### src/hdl/bcc_pkg.sv
// Package with control vector layout, symbol table and carrier types for the classifier
// Behaviour
// - Instruction run: run 0, phase 1, reset 1
// - Stall retry: run/phase 1, enable 0, busy 1
// - Fixup read: run/phase 1, exception 0, enable 0
// - Fixup: run/phase 1, exception 0, reset 1
// - Stall: run/phase 1, exception 1, reset 1
// - Uncached fetch: phase 1, enable 0, writes 1
// - Main memory fetch: phase 1, enable 0, reset 1
// - Data run byte read: access type 000
// - Half-word read 001; tribyte read 010
// - Data run word read: access type 011
// - Data run cache read: any access type
package bcc_pkg;

  // Width of the sampled control vector
  localparam int CTRL_W = 16;

  // Bit positions inside the control vector, most significant first
  localparam int POS_RUN = 15;
  localparam int POS_PHASE = 14;
  localparam int POS_EXC = 13;
  localparam int POS_MEM_EN = 12;
  localparam int POS_IRD = 11;
  localparam int POS_IWR = 10;
  localparam int POS_DRD = 9;
  localparam int POS_DWR = 8;
  localparam int POS_MRD = 7;
  localparam int POS_MWR = 6;
  localparam int POS_RBUSY = 5;
  localparam int POS_WBUSY = 4;
  localparam int POS_RESET = 3;
  localparam int POS_ACC_HI = 2;

  // Number of symbol patterns in the table
  localparam int NUM_SYM = 12;

  // Symbol codes; code zero means no pattern matched
  typedef enum logic [3:0] {
    SYM_NONE = 4'h0,
    SYM_INSTR_RUN = 4'h1,
    SYM_STALL_RETRY = 4'h2,
    SYM_FIXUP_READ = 4'h3,
    SYM_FIXUP = 4'h4,
    SYM_STALL = 4'h5,
    SYM_UNCACHED = 4'h6,
    SYM_MAIN_MEM = 4'h7,
    SYM_RD_BYTE = 4'h8,
    SYM_RD_HALF = 4'h9,
    SYM_RD_TRI = 4'hA,
    SYM_RD_WORD = 4'hB,
    SYM_RD_CACHE = 4'hC
  } bcc_symbol_type;

  // Care masks, in table order; a set bit takes part in the comparison
  localparam logic [NUM_SYM-1:0][CTRL_W-1:0] SYM_MASK = {
    16'hC208, // Data cache read, any access type
    16'hC20F, // Word read
    16'hC20F, // Tribyte read
    16'hC20F, // Half-word read
    16'hC20F, // Byte read
    16'h5008, // Main memory fetch
    16'h5508, // Uncached fetch
    16'hE008, // Stall
    16'hE008, // Fixup
    16'hF008, // Fixup read
    16'hD028, // Stall with retry
    16'hC008  // Instruction run
  };

  // Expected values under the care masks, in table order
  localparam logic [NUM_SYM-1:0][CTRL_W-1:0] SYM_VALUE = {
    16'h0008,
    16'h000B,
    16'h000A,
    16'h0009,
    16'h0008,
    16'h4008,
    16'h4508,
    16'hE008,
    16'hC008,
    16'hC008,
    16'hC028,
    16'h4008
  };

  // Read size encodings in bytes
  localparam logic [2:0] SIZE_NONE = 3'h0;
  localparam logic [2:0] SIZE_BYTE = 3'h1;
  localparam logic [2:0] SIZE_HALF = 3'h2;
  localparam logic [2:0] SIZE_TRI = 3'h3;
  localparam logic [2:0] SIZE_WORD = 3'h4;

  // Stages of the pin synchroniser
  localparam int SYNC_STAGES = 2;

  // Sampled processor control pins, active-low ones marked _n
  typedef struct packed {
    logic run_stall;
    logic phase;
    logic exception_n;
    logic main_memory_enable_n;
    logic instr_cache_read_n;
    logic instr_cache_write_n;
    logic data_cache_read_n;
    logic data_cache_write_n;
    logic memory_read_n;
    logic memory_write_n;
    logic read_busy_n;
    logic write_busy_n;
    logic cpu_reset_n;
    logic access_type_b2;
    logic access_type_b1;
    logic access_type_b0;
  } bcc_pins_type;

  // Classification result handed to display or trigger logic
  typedef struct packed {
    bcc_symbol_type symbol;
    logic instr_phase;
    logic data_phase;
    logic stalled;
    logic main_memory;
    logic [2:0] read_size;
    logic multi_match;
  } bcc_class_type;

  // Reset values of the result
  localparam bcc_class_type CLASS_RESET = '{
    symbol: SYM_NONE,
    instr_phase: 1'b0,
    data_phase: 1'b0,
    stalled: 1'b0,
    main_memory: 1'b0,
    read_size: SIZE_NONE,
    multi_match: 1'b0
  };

endpackage

### src/hdl/bcc_sync.sv
// Two-flop synchroniser for a group of pin inputs
`timescale 1ns/1ns
module bcc_sync #(
  parameter int WIDTH = 16,
  parameter int STAGES = 2
) (
  // Clock and reset
  input wire logic core_clk,
  input wire logic rst_n,
  // Asynchronous input and its synchronised copy
  input wire logic [WIDTH-1:0] async_in,
  output logic [WIDTH-1:0] sync_out
);

  // Stage chain; only the next stage reads each stage
  logic [STAGES-1:0][WIDTH-1:0] stage_q;

  // Refuse chains too short to settle metastability, at elaboration
  if (STAGES < 2 || WIDTH < 1)
  begin : g_bad_config
    $error("bcc_sync needs at least two stages and one bit");
  end

  // Shift the pins through the chain, cleared by reset
  always_ff @(posedge core_clk)
  begin
    if (!rst_n)
    begin
      stage_q <= '0;
    end
    else
    begin
      stage_q <= {stage_q[STAGES-2:0], async_in};
    end
  end

  // Last stage is the only one logic may read
  assign sync_out = stage_q[STAGES-1];

endmodule

### src/hdl/bcc_classifier.sv
// Bus cycle classifier: names the cycle type of each sampled control vector
`timescale 1ns/1ns
module bcc_classifier (
  // Clock and reset
  input wire logic core_clk,
  input wire logic rst_n,
  // Processor control pins, sampled from outside the clock domain
  input wire bcc_pkg::bcc_pins_type pins,
  // Classification result
  output bcc_pkg::bcc_class_type class_q,
  output logic [bcc_pkg::NUM_SYM-1:0] match_q,
  output logic [bcc_pkg::CTRL_W-1:0] vector_q,
  output logic valid_q
);
  import bcc_pkg::*;

  // Pins as a flat word, synchronised copy, and the assembled vector
  logic [CTRL_W-1:0] pins_raw;
  logic [CTRL_W-1:0] pins_sync;
  logic [CTRL_W-1:0] ctrl_vec;
  // Match vector of the current sample
  logic [NUM_SYM-1:0] hits;
  // Result of the current sample before registering
  bcc_class_type class_d;
  // Pipeline fill counter for the valid flag
  logic [1:0] fill_q;

  // Order the pins into the control vector, run/stall highest
  always_comb
  begin
    pins_raw = '0;
    pins_raw[POS_RUN] = pins.run_stall;
    pins_raw[POS_PHASE] = pins.phase;
    pins_raw[POS_EXC] = pins.exception_n;
    pins_raw[POS_MEM_EN] = pins.main_memory_enable_n;
    pins_raw[POS_IRD] = pins.instr_cache_read_n;
    pins_raw[POS_IWR] = pins.instr_cache_write_n;
    pins_raw[POS_DRD] = pins.data_cache_read_n;
    pins_raw[POS_DWR] = pins.data_cache_write_n;
    pins_raw[POS_MRD] = pins.memory_read_n;
    pins_raw[POS_MWR] = pins.memory_write_n;
    pins_raw[POS_RBUSY] = pins.read_busy_n;
    pins_raw[POS_WBUSY] = pins.write_busy_n;
    pins_raw[POS_RESET] = pins.cpu_reset_n;
    pins_raw[POS_ACC_HI] = pins.access_type_b2;
    pins_raw[POS_ACC_HI-1] = pins.access_type_b1;
    pins_raw[POS_ACC_HI-2] = pins.access_type_b0;
  end

  // Pins come from the processor, so they cross two flops first
  bcc_sync #(
    .WIDTH(CTRL_W),
    .STAGES(SYNC_STAGES)
  ) u_sync (
    .core_clk(core_clk),
    .rst_n(rst_n),
    .async_in(pins_raw),
    .sync_out(pins_sync)
  );

  assign ctrl_vec = pins_sync;

  // Compare one vector against one masked pattern
  function automatic logic pattern_hit(input logic [CTRL_W-1:0] vec,
                                       input logic [CTRL_W-1:0] mask,
                                       input logic [CTRL_W-1:0] value);
    pattern_hit = ((vec & mask) == value);
  endfunction

  // Index of the first set hit, plus one; zero when none
  function automatic logic [3:0] first_hit(input logic [NUM_SYM-1:0] h);
    logic [3:0] idx;
    idx = 4'h0;
    for (int i = NUM_SYM - 1; i >= 0; i--)
    begin
      if (h[i])
      begin
        idx = 4'(i + 1);
      end
    end
    first_hit = idx;
  endfunction

  // Read size in bytes implied by a data-side symbol
  function automatic logic [2:0] size_of(input bcc_symbol_type s);
    logic [2:0] sz;
    sz = SIZE_NONE;
    unique case (s)
      SYM_RD_BYTE: sz = SIZE_BYTE;
      SYM_RD_HALF: sz = SIZE_HALF;
      SYM_RD_TRI: sz = SIZE_TRI;
      SYM_RD_WORD: sz = SIZE_WORD;
      default: sz = SIZE_NONE;
    endcase
    size_of = sz;
  endfunction

  // Test every pattern; masks leave ignored bits out of the compare
  always_comb
  begin
    hits = '0;
    for (int i = 0; i < NUM_SYM; i++)
    begin
      // Instruction run, retry, fixup, stall, fetch and data read rows
      hits[i] = pattern_hit(ctrl_vec, SYM_MASK[i], SYM_VALUE[i]);
    end
  end

  // Pick the first matching row and derive the summary flags
  always_comb
  begin
    class_d = CLASS_RESET;
    // Earlier rows win over later ones, however few bits their masks compare
    class_d.symbol = bcc_symbol_type'(first_hit(hits));
    class_d.multi_match = ($countones(hits) > 1);
    class_d.read_size = size_of(class_d.symbol);
    unique case (class_d.symbol)
      // Instruction-side symbols
      SYM_INSTR_RUN:
      begin
        class_d.instr_phase = 1'b1;
      end
      SYM_STALL_RETRY:
      begin
        class_d.instr_phase = 1'b1;
        class_d.stalled = 1'b1;
        class_d.main_memory = 1'b1;
      end
      SYM_FIXUP_READ:
      begin
        class_d.instr_phase = 1'b1;
        class_d.stalled = 1'b1;
        class_d.main_memory = 1'b1;
      end
      SYM_FIXUP:
      begin
        class_d.instr_phase = 1'b1;
        class_d.stalled = 1'b1;
      end
      SYM_STALL:
      begin
        class_d.instr_phase = 1'b1;
        class_d.stalled = 1'b1;
      end
      SYM_UNCACHED:
      begin
        class_d.instr_phase = 1'b1;
        class_d.main_memory = 1'b1;
      end
      SYM_MAIN_MEM:
      begin
        class_d.instr_phase = 1'b1;
        class_d.main_memory = 1'b1;
      end
      // Data-side reads from the data cache
      SYM_RD_BYTE, SYM_RD_HALF, SYM_RD_TRI, SYM_RD_WORD:
      begin
        class_d.data_phase = 1'b1;
      end
      SYM_RD_CACHE:
      begin
        class_d.data_phase = 1'b1;
      end
      // No row matched
      default:
      begin
        class_d.instr_phase = 1'b0;
      end
    endcase
  end

  // Register the result once per sampling clock
  always_ff @(posedge core_clk)
  begin
    if (!rst_n)
    begin
      class_q <= CLASS_RESET;
      match_q <= '0;
      vector_q <= '0;
    end
    else
    begin
      class_q <= class_d;
      match_q <= hits;
      vector_q <= ctrl_vec;
    end
  end

  // Valid rises once the synchroniser holds real samples
  always_ff @(posedge core_clk)
  begin
    if (!rst_n)
    begin
      fill_q <= 2'h0;
      valid_q <= 1'b0;
    end
    else
    begin
      if (fill_q != 2'h2)
      begin
        fill_q <= fill_q + 2'h1;
      end
      valid_q <= (fill_q == 2'h2);
    end
  end

endmodule

### config.mk
export PLATFORM = sky130hd
export DESIGN_NAME = bcc_classifier
export DESIGN_NICKNAME = d
export VERILOG_FILES = /design/src/hdl/bcc_pkg.sv /design/src/hdl/bcc_sync.sv /design/src/hdl/bcc_classifier.sv
export SDC_FILE = /design/constraint.sdc
export NUM_CORES = 1
export LEC_CHECK = 0
export ABC_AREA = 1
export BUFFER_PORTS_ARGS = -buffer_cell sky130_fd_sc_hd__buf_2
export CAP_MARGIN = 30
export CORE_UTILIZATION = 35
export DETAILED_ROUTE_END_ITERATION = 8
export GPL_TIMING_DRIVEN = 0
export PLACE_DENSITY = 0.65
export SLEW_MARGIN = 30
export SYNTH_ARGS = -nofsm -noshare
export SYNTH_HDL_FRONTEND = slang
export SYNTH_SLANG_ARGS = --single-unit
### constraint.sdc
create_clock -name core_clk -period 8.4 [get_ports core_clk]
set_input_delay 1.68 -clock core_clk [delete_from_list [all_inputs] [get_ports core_clk]]
set_output_delay 1.68 -clock core_clk [all_outputs]
set_load 0.02 [all_outputs]
==> results.cfg <==
[run_status]
status = complete, no violations

[final_layout]
drive_gt1_frac = 0.2173
nets = 385
area_delta_synth_final_pct = 23.55
final_area_mm2 = 0.003085
antenna_cells = 0

[place]
io_buffers = 57
dp_hpwl_um = 3146
globalplace.congestion = 0.8077
detailed_place.area_mm2 = 0.002903

[route]
drt_pass1_iterations = 4
vias = 1755
avgViaCountPerCell = 3.857
route.detailed.drc = 0
routedWlPerCell_um = 9.178
drtIter0Drc = 45
routed_wl_um = 4176
antenna_left = 0

[critical_path]
timing_worst_setup_path_type = reg2reg
cp_max_fo = 7
cp.arrival_ns = 4.24
critPathLaunch = u_sync.sync_out[15]
cp_data_required_time_ns = 8.61
worst_setup_path_end_kind = flip-flop
timing.rr.start = u_sync.sync_out[15]
start_kind = flip-flop

[synthesis]
yosys.area_share.simple = 0.1779
ys_types = 21
ys.warnings.count = 0
synth_top_area_cell = dfxtp_1
synthMuxAreaShare = 0
synth_common_cells = dfxtp_1, nand2_1, inv_1, nor2_1, clkbuf_1
synth_compound_area_frac = 0.02104
synthArstFlopShare = 0
synth-edff-count = 0
synth_area_mm2 = 0.002497
synth_area_per_cell_um2 = 8.702
synth_top_area_frac = 0.6012
synth_fa_ha_area_frac = 0.07816
synth_xor_area_frac = 0
netlist_instances = 287
yosysMostFrequentCell = dfxtp_1
syn-num-nets = 317
synthTopCellsByArea = dfxtp_1, nand2_1, inv_1, fa_1, nor2_1
synth_flop_cell = dfxtp_1
ys_seq_elements = 75
synth_top_family_by_area = simple AND/OR/NAND/NOR gates
ys_seq_area_frac = 0.6012

[power]
p_leak_nw = 1.855
ir_drop_mv = 0.09994
p_total_mw = 0.6724
power_density_mw_per_mm2 = 217.9

[timing]
relSlewSlack = 0.6528
fin_worst_skew_ns = 0.009146
min_period_over_period = 0.4804
rsz0062_at_grt = false
min_period_ns = 4.035
slew_viol_final = 0
fmax_mhz = 247.8
hold_viol = 0
setup_tns_ns = 0
tightest_slew_ns = 0.5208
setup_violations = 0

[global_routing]
overflow = 0
grt_pass1_wl_um = 6844
grt_pass1_vias = 1650
antenna_found_initial = 0
grtUsageTotal = 0.1255
grt_max_degree = 13

[clock_tree]
clk_pin_slew_ns = 0.07
cts_setup_buffers = 0
cts_buffers = 9
cts_buffer_depth = 2
cts_resized = 0
clock-sinks = 75
holdBufCountCts = 0
ctsHtreeMaxLevel = 3
insertion_delay_ns = 0.34
cts_root_buffer = clkbuf_8
cts_tree = built

[floorplanning]
rows = 30
die_y_um = 86.47
die_x_um = 86.47
io_pins = 59
core-area_mm2 = 0.006832
initial_core_util = 0.3656
dieArea_mm2 = 0.007477

[worst_hold_path]
worst_hold_path_type = reg2reg
min_from = u_sync.stage_q[15]

[job]
drv_cap = 0
[kinds of logic (layout without fill, tap and decap cells)]
| group | count (synthesis) | count (layout) |
|---|---|---|
| buffers and inverters | 81 | 153 |
| flip-flops | 75 | 75 |
| adder cells (fa/ha/maj) | 12 | 12 |
| AO/OA/AOI/OAI | 9 | 9 |
| AND/OR/NAND/NOR | 110 | 110 |
[stage by stage]
step | hold slack [ns] | utilization | worst slack [ns] | cells
2_1_floorplan | 0.3905 | - | 4.621 | 287
3_3_place_gp | 0.3942 | 0.4249 | 4.411 | 440
3_5_place_dp | 0.3960 | 0.4249 | 4.382 | 440
4_1_cts | 0.4138 | 0.4516 | 4.362 | 455
5_1_grt | 0.4347 | 0.4516 | 4.189 | 455
6_report | 0.4128 | 0.4516 | 4.365 | 455
[power by group]
part | internal (mW) | leakage (nW) | switching [mW] | total, mW
Combinational | 0.0156 | 1.15 | 0.0272 | 0.0427
Clock | 0.134 | 0.0881 | 0.120 | 0.254
Sequential | 0.370 | 0.613 | 0.00539 | 0.375
[layer usage]
metal	routed length [um]	vias to the layer above	share of wire	track usage
met1	1863	746	0.45	0.1404
met2	1924	50	0.46	0.2013
met3	278	9	0.067	0.05429
met5	0	-	0	0
met4	109	0	0.026	0.06970
li1	-	950	-	-
[final cells by class]
cell class	count	area [um2]
fillers	721	3746
plain buffers	9	33.78
well taps	96	120.1
clock buffers	10	127.6
clock inverters	5	55.05
multi-input cells	131	691.9
inverters	72	270.3
repair buffers	57	285.3
flip-flops and latches	75	1501
[state kept, by name (all words and copies together), names as in the netlist]
signal,count
match_q,12
class_q,12
fill_q,2
valid_q,1
u_sync.sync_out,16
vector_q,16
u_sync.stage_q,16
[critical path: stages, from the launching register on]
cell and delay (ns):
dfxtp_1 0.38, nor2_1 0.17, and3_1 0.23, nand3_1 0.18
fa_1 0.56, fa_1 0.42, fa_1 0.48, fa_1 0.49
inv_1 0.04, ha_1 0.20, fa_1 0.43, a211oi_1 0.22
a21oi_1 0.09
[path summary, 6_finish.rpt]
kind | endpoint | slack (ns) | cells past startpoint
worst max-delay path | class_q[0] | 4.36 | 12
worst min-delay path | u_sync.sync_out[15] | 0.41 | 2
worst max register to register | class_q[0] | 4.36 | 12
worst min register to register | u_sync.sync_out[15] | 0.41 | 2
[cell usage in the layout, fill, tap and decap left out]
| master | instances |
|---|---|
| buf_2 | 57 |
| o21ai_0 | 1 |
| a21oi_1 | 5 |
| bufinv_16 | 1 |
| clkinvlp_4 | 2 |
| a21oi_2 | 1 |
| nor3_1 | 1 |
| inv_2 | 3 |
| nor2_1 | 25 |
| and3_1 | 1 |
| nand2_2 | 1 |
| ha_1 | 6 |
| clkbuf_1 | 10 |
| nor2_2 | 1 |
| fa_1 | 6 |
| dfxtp_1 | 75 |
| nor2_4 | 1 |
| a31oi_1 | 1 |
| inv_1 | 69 |
| clkbuf_8 | 9 |
| nand2_1 | 71 |
| nand4_1 | 1 |
| nand3_1 | 7 |
| clkinv_2 | 2 |
| a211oi_1 | 1 |
| nand3b_1 | 1 |
Note: power is estimated with default switching activity, not from simulation.
